<file path="config.mk">
export PLATFORM = sky130hd
export DESIGN_NAME = rscr_config_bank
export DESIGN_NICKNAME = d
export VERILOG_FILES = /design/src/inc/rscr_pkg.sv /design/src/verilog/rscr_config_bank.sv
export SDC_FILE = /design/constraint.sdc
export NUM_CORES = 1
export LEC_CHECK = 0
export ABC_CLOCK_PERIOD_IN_PS = 2200
export BUFFER_PORTS_ARGS = -buffer_cell sky130_fd_sc_hd__buf_2
export CAP_MARGIN = 20
export CELL_PAD_IN_SITES_DETAIL_PLACEMENT = 0
export CELL_PAD_IN_SITES_GLOBAL_PLACEMENT = 1
export CORE_ASPECT_RATIO = 1.25
export CORE_MARGIN = 5
export CORE_UTILIZATION = 39
export DETAILED_ROUTE_END_ITERATION = 6
export PLACE_DENSITY_LB_ADDON = 0.1
export SLEW_MARGIN = 0
export SYNTH_ARGS = -nofsm -noshare
export SYNTH_HDL_FRONTEND = slang
export SYNTH_SLANG_ARGS = --single-unit
</file>
<file path="constraint.sdc">
create_clock -name core_clk -period 2.2 [get_ports core_clk]
set_clock_uncertainty 0.15 [all_clocks]
set_input_delay 0.22 -clock core_clk [delete_from_list [all_inputs] [get_ports core_clk]]
set_output_delay 0.22 -clock core_clk [all_outputs]
set_load 0.05 [all_outputs]
</file>
<file path="src/inc/rscr_pkg.sv">
// Package: register map, field layout and carriers of the config bank
package rscr_pkg;

	// ----------------------------------------------------------------
	// Register indices (byte address is four times the index)
	// ----------------------------------------------------------------
	localparam logic [7:0] IDX_POINTS   = 8'h0C;
	localparam logic [7:0] IDX_XFER     = 8'h0E;
	localparam logic [7:0] IDX_TRIG     = 8'h0F;
	localparam logic [7:0] IDX_FREQ     = 8'h10;
	localparam logic [7:0] IDX_LEVEL    = 8'h11;
	localparam logic [7:0] IDX_ENABLE   = 8'h12;
	localparam logic [7:0] IDX_PHASE    = 8'h13;
	localparam logic [7:0] IDX_AUTOLVL  = 8'h14;
	localparam logic [7:0] IDX_LOOP     = 8'h15;
	localparam logic [7:0] IDX_STANDBY  = 8'h16;
	localparam logic [7:0] IDX_REFCTL   = 8'h17;
	localparam logic [7:0] IDX_TRIM     = 8'h18;
	localparam logic [7:0] IDX_ATTEN    = 8'h1A;
	localparam logic [7:0] IDX_UPPER    = 8'h20;
	localparam logic [7:0] IDX_STATUS   = 8'h21;

	// ----------------------------------------------------------------
	// Field positions and widths
	// ----------------------------------------------------------------
	localparam int BIT_CTL0       = 0;
	localparam int BIT_REFOUT     = 1;
	localparam int BIT_LVL_SIGN   = 15;
	localparam int LVL_MAG_W      = 15;
	localparam int PHASE_W        = 31;
	localparam int TRIM_W         = 14;
	localparam int ATT_W          = 8;
	localparam int BIT_ATT_BANK   = 8;
	localparam int POINTS_W       = 16;
	localparam int UPPER_W        = 24;
	localparam logic [7:0] LF_ATT_MAX = 8'h20;

	// ----------------------------------------------------------------
	// Values after reset
	// ----------------------------------------------------------------
	localparam logic [55:0] RST_FREQ   = 56'h0;
	localparam logic [15:0] RST_POINTS = 16'h0000;
	localparam logic [13:0] RST_TRIM   = 14'h0000;

	// ----------------------------------------------------------------
	// Carriers
	// ----------------------------------------------------------------
	typedef struct packed {
		logic [55:0] freq_mhz;
		logic        level_neg;
		logic [14:0] level_mag;
		logic [30:0] phase;
		logic        out_on;
		logic        standby;
		logic        auto_lvl_off;
		logic        loop_open;
	} rscr_chan_t;

	typedef struct packed {
		logic        override;
		logic        lf_bank;
		logic [7:0]  hf_code;
		logic [7:0]  lf_code;
	} rscr_atten_t;

	typedef struct packed {
		logic        req;
		logic        to_buffer;
		logic [15:0] points;
	} rscr_xfer_t;

endpackage

</file>
<file path="src/verilog/rscr_config_bank.sv">
// Write-only configuration register bank of the RF source, AHB-Lite slave
`timescale 1ns/1ps
`default_nettype none

// Contract
// - A transfer write with bit 0 clear stores the list buffer to nonvolatile memory sized by the point count, and with bit 0 set loads it back.
// - Any write to the software trigger register fires one trigger event whatever its payload.
// - The output frequency register holds a 56-bit unsigned millihertz value for channel one.
// - The power level register takes a 15-bit magnitude in hundredths of a dB with the sign in bit 15, set meaning negative.
// - Output enable bit 0 turns the channel one output power off at 0 and on at 1.
// - The phase register carries a 31-bit value in hundredths of a degree and the host writes bit 31 and above as zero.
// - With auto-leveling bit 0 clear power is re-leveled on every frequency change, with it set only on a power level write.
// - Level-loop bit 0 selects closed-loop correction at 0 and open-loop correction at 1.
// - Standby bit 0 set powers down channel one.
// - Reference bit 0 requests external lock, and no lock is attempted while no external reference is detected.
// - Reference bit 1 selects a 10 MHz reference output at 0 and 100 MHz at 1.
// - The trim register takes a 14-bit oscillator adjustment in its low bits, upper bits written as zero.
// - The 8-bit attenuation steps 0.25 dB up to 63.75 dB on the high bank and 1 dB up to 32 dB on the low bank.
// - Attenuator bit 8 picks the low bank when set and the written value overrides the calibrated setting.
// - Memory transfers are sized by the 16-bit list point count register, which overrides any loaded count.
module rscr_config_bank #(
	parameter int FREQ_W  = 56,
	parameter int ADDR_W  = 8
) (
	input  wire logic                 core_clk,
	input  wire logic                 srst,
	input  wire logic                 hsel,
	input  wire logic [ADDR_W-1:0]    haddr,
	input  wire logic [1:0]           htrans,
	input  wire logic                 hwrite,
	input  wire logic [2:0]           hsize,
	input  wire logic [31:0]          hwdata,
	input  wire logic                 hready,
	output logic                      hreadyout,
	output logic                      hresp,
	output logic [31:0]               hrdata,
	input  wire logic                 ext_ref_present,
	output rscr_pkg::rscr_chan_t      chan_cfg,
	output rscr_pkg::rscr_atten_t     atten_cfg,
	output rscr_pkg::rscr_xfer_t      xfer_cmd,
	output logic                      soft_trigger,
	output logic                      relevel_req,
	output logic                      ext_lock_try,
	output logic                      ref_out_100m,
	output logic [13:0]               osc_trim
);

	// ----------------------------------------------------------------
	// Elaboration checks
	// ----------------------------------------------------------------
	if (FREQ_W != 56) begin : g_chk_freq
		$error("rscr_config_bank: FREQ_W must be 56");
	end
	if (ADDR_W < 8) begin : g_chk_addr
		$error("rscr_config_bank: ADDR_W must be at least 8");
	end

	// Byte address of a register index
	function automatic logic [ADDR_W-1:0] reg_addr(input logic [7:0] idx);
		reg_addr = ADDR_W'({idx, 2'b00});
	endfunction

	// ----------------------------------------------------------------
	// Address phase capture
	// ----------------------------------------------------------------
	logic                 ap_valid;
	logic                 wr_pend_r;
	logic                 wr_pend_nxt;
	logic [ADDR_W-1:0]    wr_addr_r;
	logic [ADDR_W-1:0]    wr_addr_nxt;

	// Only single word transfers; narrower sizes still land whole
	assign ap_valid    = hsel & hready & htrans[1];
	assign wr_pend_nxt = ap_valid & hwrite;
	assign wr_addr_nxt = ap_valid ? haddr : wr_addr_r;

	always_ff @(posedge core_clk) begin
		if (srst) begin
			wr_pend_r <= 1'b0;
			wr_addr_r <= '0;
		end else begin
			wr_pend_r <= wr_pend_nxt;
			wr_addr_r <= wr_addr_nxt;
		end
	end

	// ----------------------------------------------------------------
	// Data phase write decode
	// ----------------------------------------------------------------
	logic wr_points;
	logic wr_xfer;
	logic wr_trig;
	logic wr_freq;
	logic wr_level;
	logic wr_enable;
	logic wr_phase;
	logic wr_autolvl;
	logic wr_loop;
	logic wr_standby;
	logic wr_refctl;
	logic wr_trim;
	logic wr_atten;
	logic wr_upper;

	assign wr_points  = wr_pend_r & (wr_addr_r == reg_addr(rscr_pkg::IDX_POINTS));
	assign wr_xfer    = wr_pend_r & (wr_addr_r == reg_addr(rscr_pkg::IDX_XFER));
	assign wr_trig    = wr_pend_r & (wr_addr_r == reg_addr(rscr_pkg::IDX_TRIG));
	assign wr_freq    = wr_pend_r & (wr_addr_r == reg_addr(rscr_pkg::IDX_FREQ));
	assign wr_level   = wr_pend_r & (wr_addr_r == reg_addr(rscr_pkg::IDX_LEVEL));
	assign wr_enable  = wr_pend_r & (wr_addr_r == reg_addr(rscr_pkg::IDX_ENABLE));
	assign wr_phase   = wr_pend_r & (wr_addr_r == reg_addr(rscr_pkg::IDX_PHASE));
	assign wr_autolvl = wr_pend_r
		& (wr_addr_r == reg_addr(rscr_pkg::IDX_AUTOLVL));
	assign wr_loop    = wr_pend_r & (wr_addr_r == reg_addr(rscr_pkg::IDX_LOOP));
	assign wr_standby = wr_pend_r
		& (wr_addr_r == reg_addr(rscr_pkg::IDX_STANDBY));
	assign wr_refctl  = wr_pend_r & (wr_addr_r == reg_addr(rscr_pkg::IDX_REFCTL));
	assign wr_trim    = wr_pend_r & (wr_addr_r == reg_addr(rscr_pkg::IDX_TRIM));
	assign wr_atten   = wr_pend_r & (wr_addr_r == reg_addr(rscr_pkg::IDX_ATTEN));
	assign wr_upper   = wr_pend_r & (wr_addr_r == reg_addr(rscr_pkg::IDX_UPPER));

	// ----------------------------------------------------------------
	// Upper-part staging for the 56-bit frequency register
	// ----------------------------------------------------------------
	logic [rscr_pkg::UPPER_W-1:0] upper_r;

	// Upper part must come first; the low word commits the whole value
	always_ff @(posedge core_clk) begin
		if (srst) begin
			upper_r <= '0;
		end else if (wr_upper) begin
			upper_r <= hwdata[rscr_pkg::UPPER_W-1:0];
		end
	end

	// ----------------------------------------------------------------
	// Channel configuration registers
	// ----------------------------------------------------------------
	logic [FREQ_W-1:0] freq_nxt;
	assign freq_nxt = {upper_r, hwdata};

	always_ff @(posedge core_clk) begin
		if (srst) begin
			chan_cfg          <= '0;
			chan_cfg.freq_mhz <= rscr_pkg::RST_FREQ;
		end else begin
			if (wr_freq)
				chan_cfg.freq_mhz <= freq_nxt;
			if (wr_level) begin
				chan_cfg.level_mag <= hwdata[rscr_pkg::LVL_MAG_W-1:0];
				chan_cfg.level_neg <= hwdata[rscr_pkg::BIT_LVL_SIGN];
			end
			if (wr_enable)
				chan_cfg.out_on <= hwdata[rscr_pkg::BIT_CTL0];
			if (wr_phase)
				chan_cfg.phase <= hwdata[rscr_pkg::PHASE_W-1:0];
			if (wr_autolvl)
				chan_cfg.auto_lvl_off <= hwdata[rscr_pkg::BIT_CTL0];
			if (wr_loop)
				chan_cfg.loop_open <= hwdata[rscr_pkg::BIT_CTL0];
			if (wr_standby)
				chan_cfg.standby <= hwdata[rscr_pkg::BIT_CTL0];
		end
	end

	// ----------------------------------------------------------------
	// Leveling request
	// ----------------------------------------------------------------
	logic relevel_nxt;

	// Frequency change re-levels only while auto leveling stays on
	assign relevel_nxt = wr_level
		| (wr_freq & ~chan_cfg.auto_lvl_off);

	always_ff @(posedge core_clk) begin
		if (srst)
			relevel_req <= 1'b0;
		else
			relevel_req <= relevel_nxt;
	end

	// ----------------------------------------------------------------
	// Trigger and list store transfer
	// ----------------------------------------------------------------
	logic [rscr_pkg::POINTS_W-1:0] points_r;

	// Point count set here wins over any count from buffer loading
	always_ff @(posedge core_clk) begin
		if (srst)
			points_r <= rscr_pkg::RST_POINTS;
		else if (wr_points)
			points_r <= hwdata[rscr_pkg::POINTS_W-1:0];
	end

	// Payload ignored: any write is one trigger
	always_ff @(posedge core_clk) begin
		if (srst)
			soft_trigger <= 1'b0;
		else
			soft_trigger <= wr_trig;
	end

	// Direction latched with the request; length is the point count
	always_ff @(posedge core_clk) begin
		if (srst) begin
			xfer_cmd <= '0;
		end else begin
			xfer_cmd.req <= wr_xfer;
			if (wr_xfer) begin
				xfer_cmd.to_buffer <= hwdata[rscr_pkg::BIT_CTL0];
				xfer_cmd.points    <= points_r;
			end
		end
	end

	// ----------------------------------------------------------------
	// Reference control and oscillator trim
	// ----------------------------------------------------------------
	logic       ext_lock_req_r;
	logic [2:0] ref_sync_r;
	logic       ref_seen_r;
	logic       ref_seen_nxt;

	// Detect pin is asynchronous; stage 1 feeds only stage 2
	always_ff @(posedge core_clk) begin
		if (srst)
			ref_sync_r <= 3'h0;
		else
			ref_sync_r <= {ref_sync_r[1:0], ext_ref_present};
	end

	// Presence changes only once the last two stages agree
	assign ref_seen_nxt = (ref_sync_r[2] == ref_sync_r[1])
		? ref_sync_r[2] : ref_seen_r;

	always_ff @(posedge core_clk) begin
		if (srst)
			ref_seen_r <= 1'b0;
		else
			ref_seen_r <= ref_seen_nxt;
	end

	always_ff @(posedge core_clk) begin
		if (srst) begin
			ext_lock_req_r <= 1'b0;
			ref_out_100m   <= 1'b0;
		end else if (wr_refctl) begin
			ext_lock_req_r <= hwdata[rscr_pkg::BIT_CTL0];
			ref_out_100m   <= hwdata[rscr_pkg::BIT_REFOUT];
		end
	end

	// No lock attempt without a detected reference
	always_ff @(posedge core_clk) begin
		if (srst)
			ext_lock_try <= 1'b0;
		else
			ext_lock_try <= ext_lock_req_r & ref_seen_r;
	end

	// Upper bits dropped even if the host sets them
	always_ff @(posedge core_clk) begin
		if (srst)
			osc_trim <= rscr_pkg::RST_TRIM;
		else if (wr_trim)
			osc_trim <= hwdata[rscr_pkg::TRIM_W-1:0];
	end

	// ----------------------------------------------------------------
	// Manual attenuator override
	// ----------------------------------------------------------------
	logic [rscr_pkg::ATT_W-1:0] att_val;
	logic [rscr_pkg::ATT_W-1:0] lf_clamped;

	assign att_val = hwdata[rscr_pkg::ATT_W-1:0];
	// Low bank tops out at 32 dB; larger codes saturate
	assign lf_clamped = (att_val > rscr_pkg::LF_ATT_MAX)
		? rscr_pkg::LF_ATT_MAX : att_val;

	always_ff @(posedge core_clk) begin
		if (srst) begin
			atten_cfg <= '0;
		end else if (wr_atten) begin
			atten_cfg.override <= 1'b1;
			atten_cfg.lf_bank  <= hwdata[rscr_pkg::BIT_ATT_BANK];
			if (hwdata[rscr_pkg::BIT_ATT_BANK])
				atten_cfg.lf_code <= lf_clamped;
			else
				atten_cfg.hf_code <= att_val;
		end
	end

	// ----------------------------------------------------------------
	// Read path: status word only, registers are write-only
	// ----------------------------------------------------------------
	logic        rd_status;
	logic [31:0] status_word;
	logic [31:0] rdata_nxt;

	assign rd_status = ap_valid & ~hwrite
		& (haddr == reg_addr(rscr_pkg::IDX_STATUS));
	assign status_word = {points_r, 8'h00,
		atten_cfg.override, chan_cfg.standby, chan_cfg.out_on,
		ref_out_100m, ext_lock_req_r, ref_seen_r, ext_lock_try,
		xfer_cmd.to_buffer};
	// Other addresses, mapped or not, read as zero
	assign rdata_nxt = rd_status ? status_word : 32'h0000_0000;

	always_ff @(posedge core_clk) begin
		if (srst) begin
			hrdata    <= 32'h0000_0000;
			hreadyout <= 1'b0;
			hresp     <= 1'b0;
		end else begin
			hrdata    <= rdata_nxt;
			hreadyout <= 1'b1;
			hresp     <= 1'b0;
		end
	end

endmodule

`default_nettype wire
</file>
# After elaboration in Yosys (flattened, before gate mapping)
# Index checks and enable logic that the tools add are counted.
# word_totals
latchBits,0
ff_bits,248
mem_bits_ro,0
input_bits,51
mem_count,0
ram_bits,0
# op_classes
order_cmp,1
reduce_logical,3
bitwise,26
div_mod_pow,0
n_eq_ne,16
addsub,0
muxes,2
shifts,0
mul,0
# ops
cell,count
"8-bit by 7-bit == test with 1-bit output, second input constant",10
"8-bit by 6-bit == test with 1-bit output, second input constant",3
1-bit bitwise AND,21
"8-bit == test, second input constant",2
"8-bit by 6-bit > comparator with 1-bit output, second input constant",1
8-bit 2-to-1 mux,1
1-bit NOT,4
2-bit AND reduction,2
2-bit OR reduction,1
1-bit == test,1
1-bit 2-to-1 mux,1
1-bit OR,1

# Depth between registers and ports, before layout
# Gate-level depths: netlist (run 1).
# depth
depth_word,6
depth_mapped,7
depth_no_buf,3

# Least setup slack after synthesis (run 1)
# OpenSTA, ideal clock, no wires.
# synth_path
kind,register to register
start,reg wr_addr_r[0]
end,reg chan_cfg[58] in the netlist's numbering
path_buffers,2
path_slack_ns,0.429
path_stages_with_launch,6
required_time_ns,1.978
arrival_ns,1.549
path_cell_list,dfxtp_1 -> nor4_4 -> and3_1 -> buf_6 -> buf_6 -> mux2i_1
# synth_via
elab_chain_len,2
# synth_rtl
item,line_no,text
start: declaration,rscr_config_bank.sv:69,logic [ADDR_W-1:0] wr_addr_r;
start signal: assignment,rscr_config_bank.sv:83,wr_addr_r <= wr_addr_nxt;
8-bit by 7-bit == test with 1-bit output,rscr_config_bank.sv:108,assign wr_freq = wr_pend_r & (wr_addr_r == reg_addr(rscr_pkg::IDX_FREQ));
1-bit bitwise AND,rscr_config_bank.sv:108,
end: declaration,rscr_config_bank.sv:38,"output rscr_pkg::rscr_chan_t chan_cfg,"
# Every way passes these cells.
# A chain may end at the register's enable or synchronous reset.

==> impl_metrics.ini, run 1 <==
[outcome]
status = finished clean

[yosys]
synth_seq_area_share_pct = 55.7
synth_edf_count = 0
synth_cell_type_count = 40
ys_ff_latch = 240
yosys_most_used_dff = dfxtp_1
yosysWarnings = 0
syn_area_mm2 = 0.00863
synthCells = 831
synth-compound-area-share_pct = 1.00
synthAdderAreaFrac_pct = 0
postSynth.asyncResetShare_pct = 0
yosys.area_share.xor_xnor_pct = 0
muxShareOfSynthArea_pct = 22.4
synth_area_per_cell_um2 = 10.4
synth-simple-area-share_pct = 17.0
synth_top_family_by_area = multiplexers

[setup_path]
crit_required_ps = 2500
cp_slowest_cell = dlygate4sd3_1
critPathBufInv = 5
crit_fanout = 11
crit_path_max_incr_delay_ps = 550
path_cells = dlygate4sd3_1 > buf_2 > buf_4 > nor4_1 > buf_4 > nand2_1 > mux2i_1 > dlygate4sd3_1
worstSetupEndpointType = flop
cp-start-kind = primary input
rr_startpoint = wr_addr_r[3]
criticalPathCategory = in2reg
r2r_setup_slack_ps = 160
critical_path.top_delay_family = buffers and inverters
critPathArrivalTime_ps = 2350
startpoint = srst

[job]
maxCapViolations = 0

[layout]
final_cell_mix = nand2_1 (246), dfxtp_1 (240), buf_2 (232), mux2i_1 (192), dlygate4sd3_1 (41)
stdcell_area_mm2 = 0.0113
fin_nets = 1155
nFillCells = 2056
fin_cells = 1400
drive_gt1_share_pct = 27.8
layout_commonest_cell = nand2_1
syn_to_final_growth_pct = 30.9
num_antenna_cells = 0

[floorplanning]
initial_core_util_pct = 39.8
rows = 60
die_h_um = 176
io_pins = 246
dieArea_mm2 = 0.0252
die_w_um = 143
coreArea_mm2 = 0.0217

[clock_tree]
clk_pin_slew_ps = 60
clock_path_buffers = 3
clock-root-buffer = clkbuf_16
clkLatencyLatePin_ps = 500
cts_sinks = 240
htreeDepth = 1
cts_buffers = 24
cts_tree = yes

[power_and_ir_drop]
max-vdd-ir-drop_mv = 0.622
power.density_mw_per_mm2 = 772
power_mw = 8.72
cellLeakagePower_nw = 6.00

[global_route]
grt_pass1_wl_mm = 36.4
grt_max_degree = 73
antenna_found_initial = 1
grt_pass1_vias = 6511
grt_overflow = 0
grt.total_usage_pct = 18.2

[route]
first_pass_iters = 5
ant_nets = 0
wl_mm = 23.9
post_drt_wl_per_cell_um = 17.0
initialDrtViolationCount = 144
drt-vias-per-instance = 4.66
vias = 6521
drcViolationCount = 0

[timing]
fin_ws_ps = 156
slew_viol_final = 0
max_freq_mhz = 489
fin_crit_ps = 2040
setup_viol = 0
worst_pin_slew_ps = 522
fin_crit_sh_pct = 92.9
rsz0062_at_grt = false
finalHoldViolations = 0
finalSetupTns_ps = 0
relSlewSlack_pct = 65.1

[placement]
dp_worst_setup_slack_ps = 327
port_buffers = 232
dpl-instance-area_mm2 = 0.0101
place.gp.congestion = 0.749
hpwlAfterDp_mm = 16.3
place_inst = 1316

[min_path]
hold_path_startpoint = hwdata[14]
hold_class = in2reg
flip-flops by register name (all words and copies together), names as in the netlist, 3 cells and up:
signal      cells
xfer_cmd       18
hrdata         24
osc_trim       14
upper_r        24
points_r       16
ref_sync_r      3
wr_addr_r       8
chan_cfg      107
atten_cfg      18
synth_stat cells (2+ instances only):
library cell	instances	share of area, %
and4bb_2	2	0.29
a21oi_1	10	0.58
buf_4	10	0.87
mux2i_1	192	22
and2_1	24	1.7
nand3_1	10	0.58
and4_1	2	0.20
nand2_1	246	11
nor2_1	3	0.13
buf_2	12	0.70
clkbuf_1	31	1.3
nand4b_1	2	0.20
nor2b_1	5	0.36
nand3_2	4	0.46
buf_6	6	0.78
inv_1	2	0.087
and3_1	8	0.58
dfxtp_1	240	56
path summary, 6_finish.rpt:
kind / to / cells past startpoint
max: atten_cfg[0] / 8
min: chan_cfg[18] / 3
max reg2reg: atten_cfg[0] / 4
min reg2reg: ref_sync_r[1] / 1
where the power goes:
part           internal [mW]  leakage, nW  total, mW  switching [mW]
logic                  0.123         3.69      0.355           0.232
registers               4.35         1.93       4.36         0.00912
clock network           2.33        0.384       4.00            1.67
metal layers:
metal	global-route usage (%)	vias up	part of all wire, %
met5	0	-	0.055
met2	31.3	175	48
met1	22.9	3030	43
met4	4.04	2	1.6
li1	-	3277	-
met3	4.63	37	7.3
worst register-to-register path, delay by kind of cell, from the launching register on:
| family | cells | cell delay (ps) |
|---|---|---|
| and+or+nand+nor | 2 | 610 |
| buffers and inverters | 1 | 550 |
| muxes | 1 | 180 |
| DFF | 1 | 440 |
repair_timing:
action,4_1_cts,5_1_grt
resized for setup,0,0
buffers inserted,0,0
hold endpoints to repair,62,0
hold buffers,41,0
setup endpoints to repair,0,0
cells by family (layout without fill, tap and decap cells):
family,after synthesis,after routing
AND/OR/NAND/NOR,319,319
AO/OA/AOI/OAI,15,15
flip-flops,240,240
other,1,9
multiplexers,193,193
buffers and inverters,63,345
area by class of cell:
cell class | count | area (um2) | share of cell area, %
Multi-Input combinational cell | 536 | 3530 | 31.3
Sequential cell | 240 | 4800 | 42.6
Clock buffer | 34 | 699 | 6.19
Timing Repair Buffer | 299 | 1820 | 16.1
Clock inverter | 9 | 72.6 | 0.643
Inverter | 3 | 16.3 | 0.144
Tap cell | 279 | 349 | 3.09
through the flow:
step | util [%] | hold WS, ps
global route | 52.0 | 4.53
floorplan | - | 198
finish | 52.0 | 18.3
detailed placement | 46.6 | 275
CTS | 52.0 | 0.747
global placement | 46.6 | 269
(Power assumes the default switching activity.)
==> inputs of run 2 (changes only) <==
- CELL_PAD_IN_SITES_DETAIL_PLACEMENT: 0 -> unset
- CELL_PAD_IN_SITES_GLOBAL_PLACEMENT: 1 -> unset
- CORE_UTILIZATION: 39 -> 52
- PLACE_DENSITY: unset -> 0.8
- PLACE_DENSITY_LB_ADDON: 0.1 -> unset
==> run 2 against run 1 <==
Effect of this change:
- total power shrank 3.5%
- global-route usage grew 4.9 points
- combinational power grew 2%
- die area shrank 24%
- sequential cell count is the same
- critical path type is now reg2reg
- largest cell class unchanged
- largest power group unchanged
==> impl_metrics.ini, run 2 (same netlist as run 1, synthesis figures left out) <==
[outcome]
status = finished clean

[timing]
slew_viol_final = 0
finalSetupTns_ps = 0
setup_viol = 0
fin_ws_ps = 325
relSlewSlack_pct = 54.9
worst_hold_slack_ps = 41.1
rsz0062_at_grt = false
finalHoldViolations = 0
fin_crit_sh_pct = 85.2
worst_pin_slew_ps = 676
max_freq_mhz = 533
fin_crit_ps = 1880

[power_and_ir_drop]
cellLeakagePower_nw = 5.92
power_mw = 8.41
max-vdd-ir-drop_mv = 0.601
power.density_mw_per_mm2 = 760

[clock_tree]
clk_pin_slew_ps = 60
post-cts-setup-buffers = 0
cts_buffers = 23
clkLatencyLatePin_ps = 500
clock_path_buffers = 3
clock-root-buffer = clkbuf_16
cts_tree = yes
cts_resized = 0
cts_sinks = 240
htreeDepth = 1
postCtsHoldBufs = 33

[route]
post_drt_wl_per_cell_um = 17.4
drt-vias-per-instance = 5.07
drcViolationCount = 0
vias = 6753
first_pass_iters = 5
initialDrtViolationCount = 444
wl_mm = 23.2
ant_nets = 0

[layout]
syn_to_final_growth_pct = 28.3
stdcell_area_mm2 = 0.0111
drive_gt1_share_pct = 28.0
multi_input_area_mm2 = 0.00352
fin_nets = 1152
nFillCells = 1231
final_cell_mix = nand2_1 (246), dfxtp_1 (240), buf_2 (232), mux2i_1 (192), dlygate4sd3_1 (33)
regMostFlops = chan_cfg
top_regs = chan_cfg: 107 flops, hrdata: 24 flops, upper_r: 24 flops
seqCellArea_mm2 = 0.00480
largest_reg_flops = 107
layout_commonest_cell = nand2_1

[min_path]
hold_class = in2reg

[setup_path]
crit_required_ps = 2420
critPathArrivalTime_ps = 2100
crit_top_cell = buf_4
cp_slowest_cell = nor4_4
critical_path.top_delay_family = simple AND/OR/NAND/NOR gates
path_cells = nor4_4 > buf_4 > nand3_2 > buf_4 > mux2i_1
crit_path_max_incr_delay_ps = 460
critPathBufInv = 2
worstSetupEndpointType = flop
cp-start-kind = flop
crit_fanout = 24
criticalPathCategory = reg2reg

[floorplanning]
die_w_um = 125
io_pins = 246
dieArea_mm2 = 0.0193
die_h_um = 154
coreArea_mm2 = 0.0163
initial_core_util_pct = 53.0
rows = 52

[job]
maxCapViolations = 0

[placement]
place.gp.congestion = 0.847
dp_worst_setup_slack_ps = 333
hpwlAfterDp_mm = 15.7
port_buffers = 232
dpl-instance-area_mm2 = 0.0100

[global_route]
grt_max_degree = 53
grt.total_usage_pct = 23.1
antenna_found_initial = 1
grt_pass1_vias = 6936
grt_overflow = 0
grt_pass1_wl_mm = 36.4
run 2: cell types whose count changed in the layout (fill, tap and decap cells not counted), sizes merged:
cell         previous run  this run
diode                   0         1
buf                   258       264
clkinv                  7         4
dlygate4sd3            41        33
inv                     3         4
clkbuf                 34        31
run 2: power breakdown:
part / internal, mW / switching, mW / leakage, nW
clock network: 2.10 / 1.59 / 0.339
registers: 4.35 / 0.00943 / 1.93
logic: 0.123 / 0.238 / 3.65
run 2: worst paths after layout:
kind	end	startpoint	cells after the start	slack (ps)
min reg2reg	ref_sync_r[1]	ref_sync_r[0]	1	300
min	upper_r[15]	hwdata[15]	3	40
max	upper_r[17]	wr_addr_r[0]	5	320
max reg2reg	upper_r[17]	wr_addr_r[0]	5	320
run 2: final cells by class:
class / count / area share (%)
antenna: 1 / 0.0226
clock buffer: 31 / 5.65
clock inverter: 7 / 0.599
inverter: 3 / 0.147
multi-input combinational: 536 / 31.8
sequential: 240 / 43.4
tap: 216 / 2.44
timing repair buffer: 297 / 15.9
run 2: stage by stage:
step / cells / util (%)
final: 1331 / 68.0
after detailed placement: 1259 / 61.7
after floorplan: 839 / -
after global routing: 1331 / 68.0
after CTS: 1330 / 68.0
after global placement: 1259 / 61.7
run 2: layer usage:
metal  wire, um  global-route usage (%)  vias up
met5          0                       0        -
met4        669                    8.94        0
met3       1670                    5.97       47
met2      11400                    39.7      238
met1       9450                    27.8     3194
li1           -                       -     3274
run 2: worst min-delay path, stage by stage:
cell and delay [ps]:
buf_2 80, nand2_1 180, mux2i_1 180
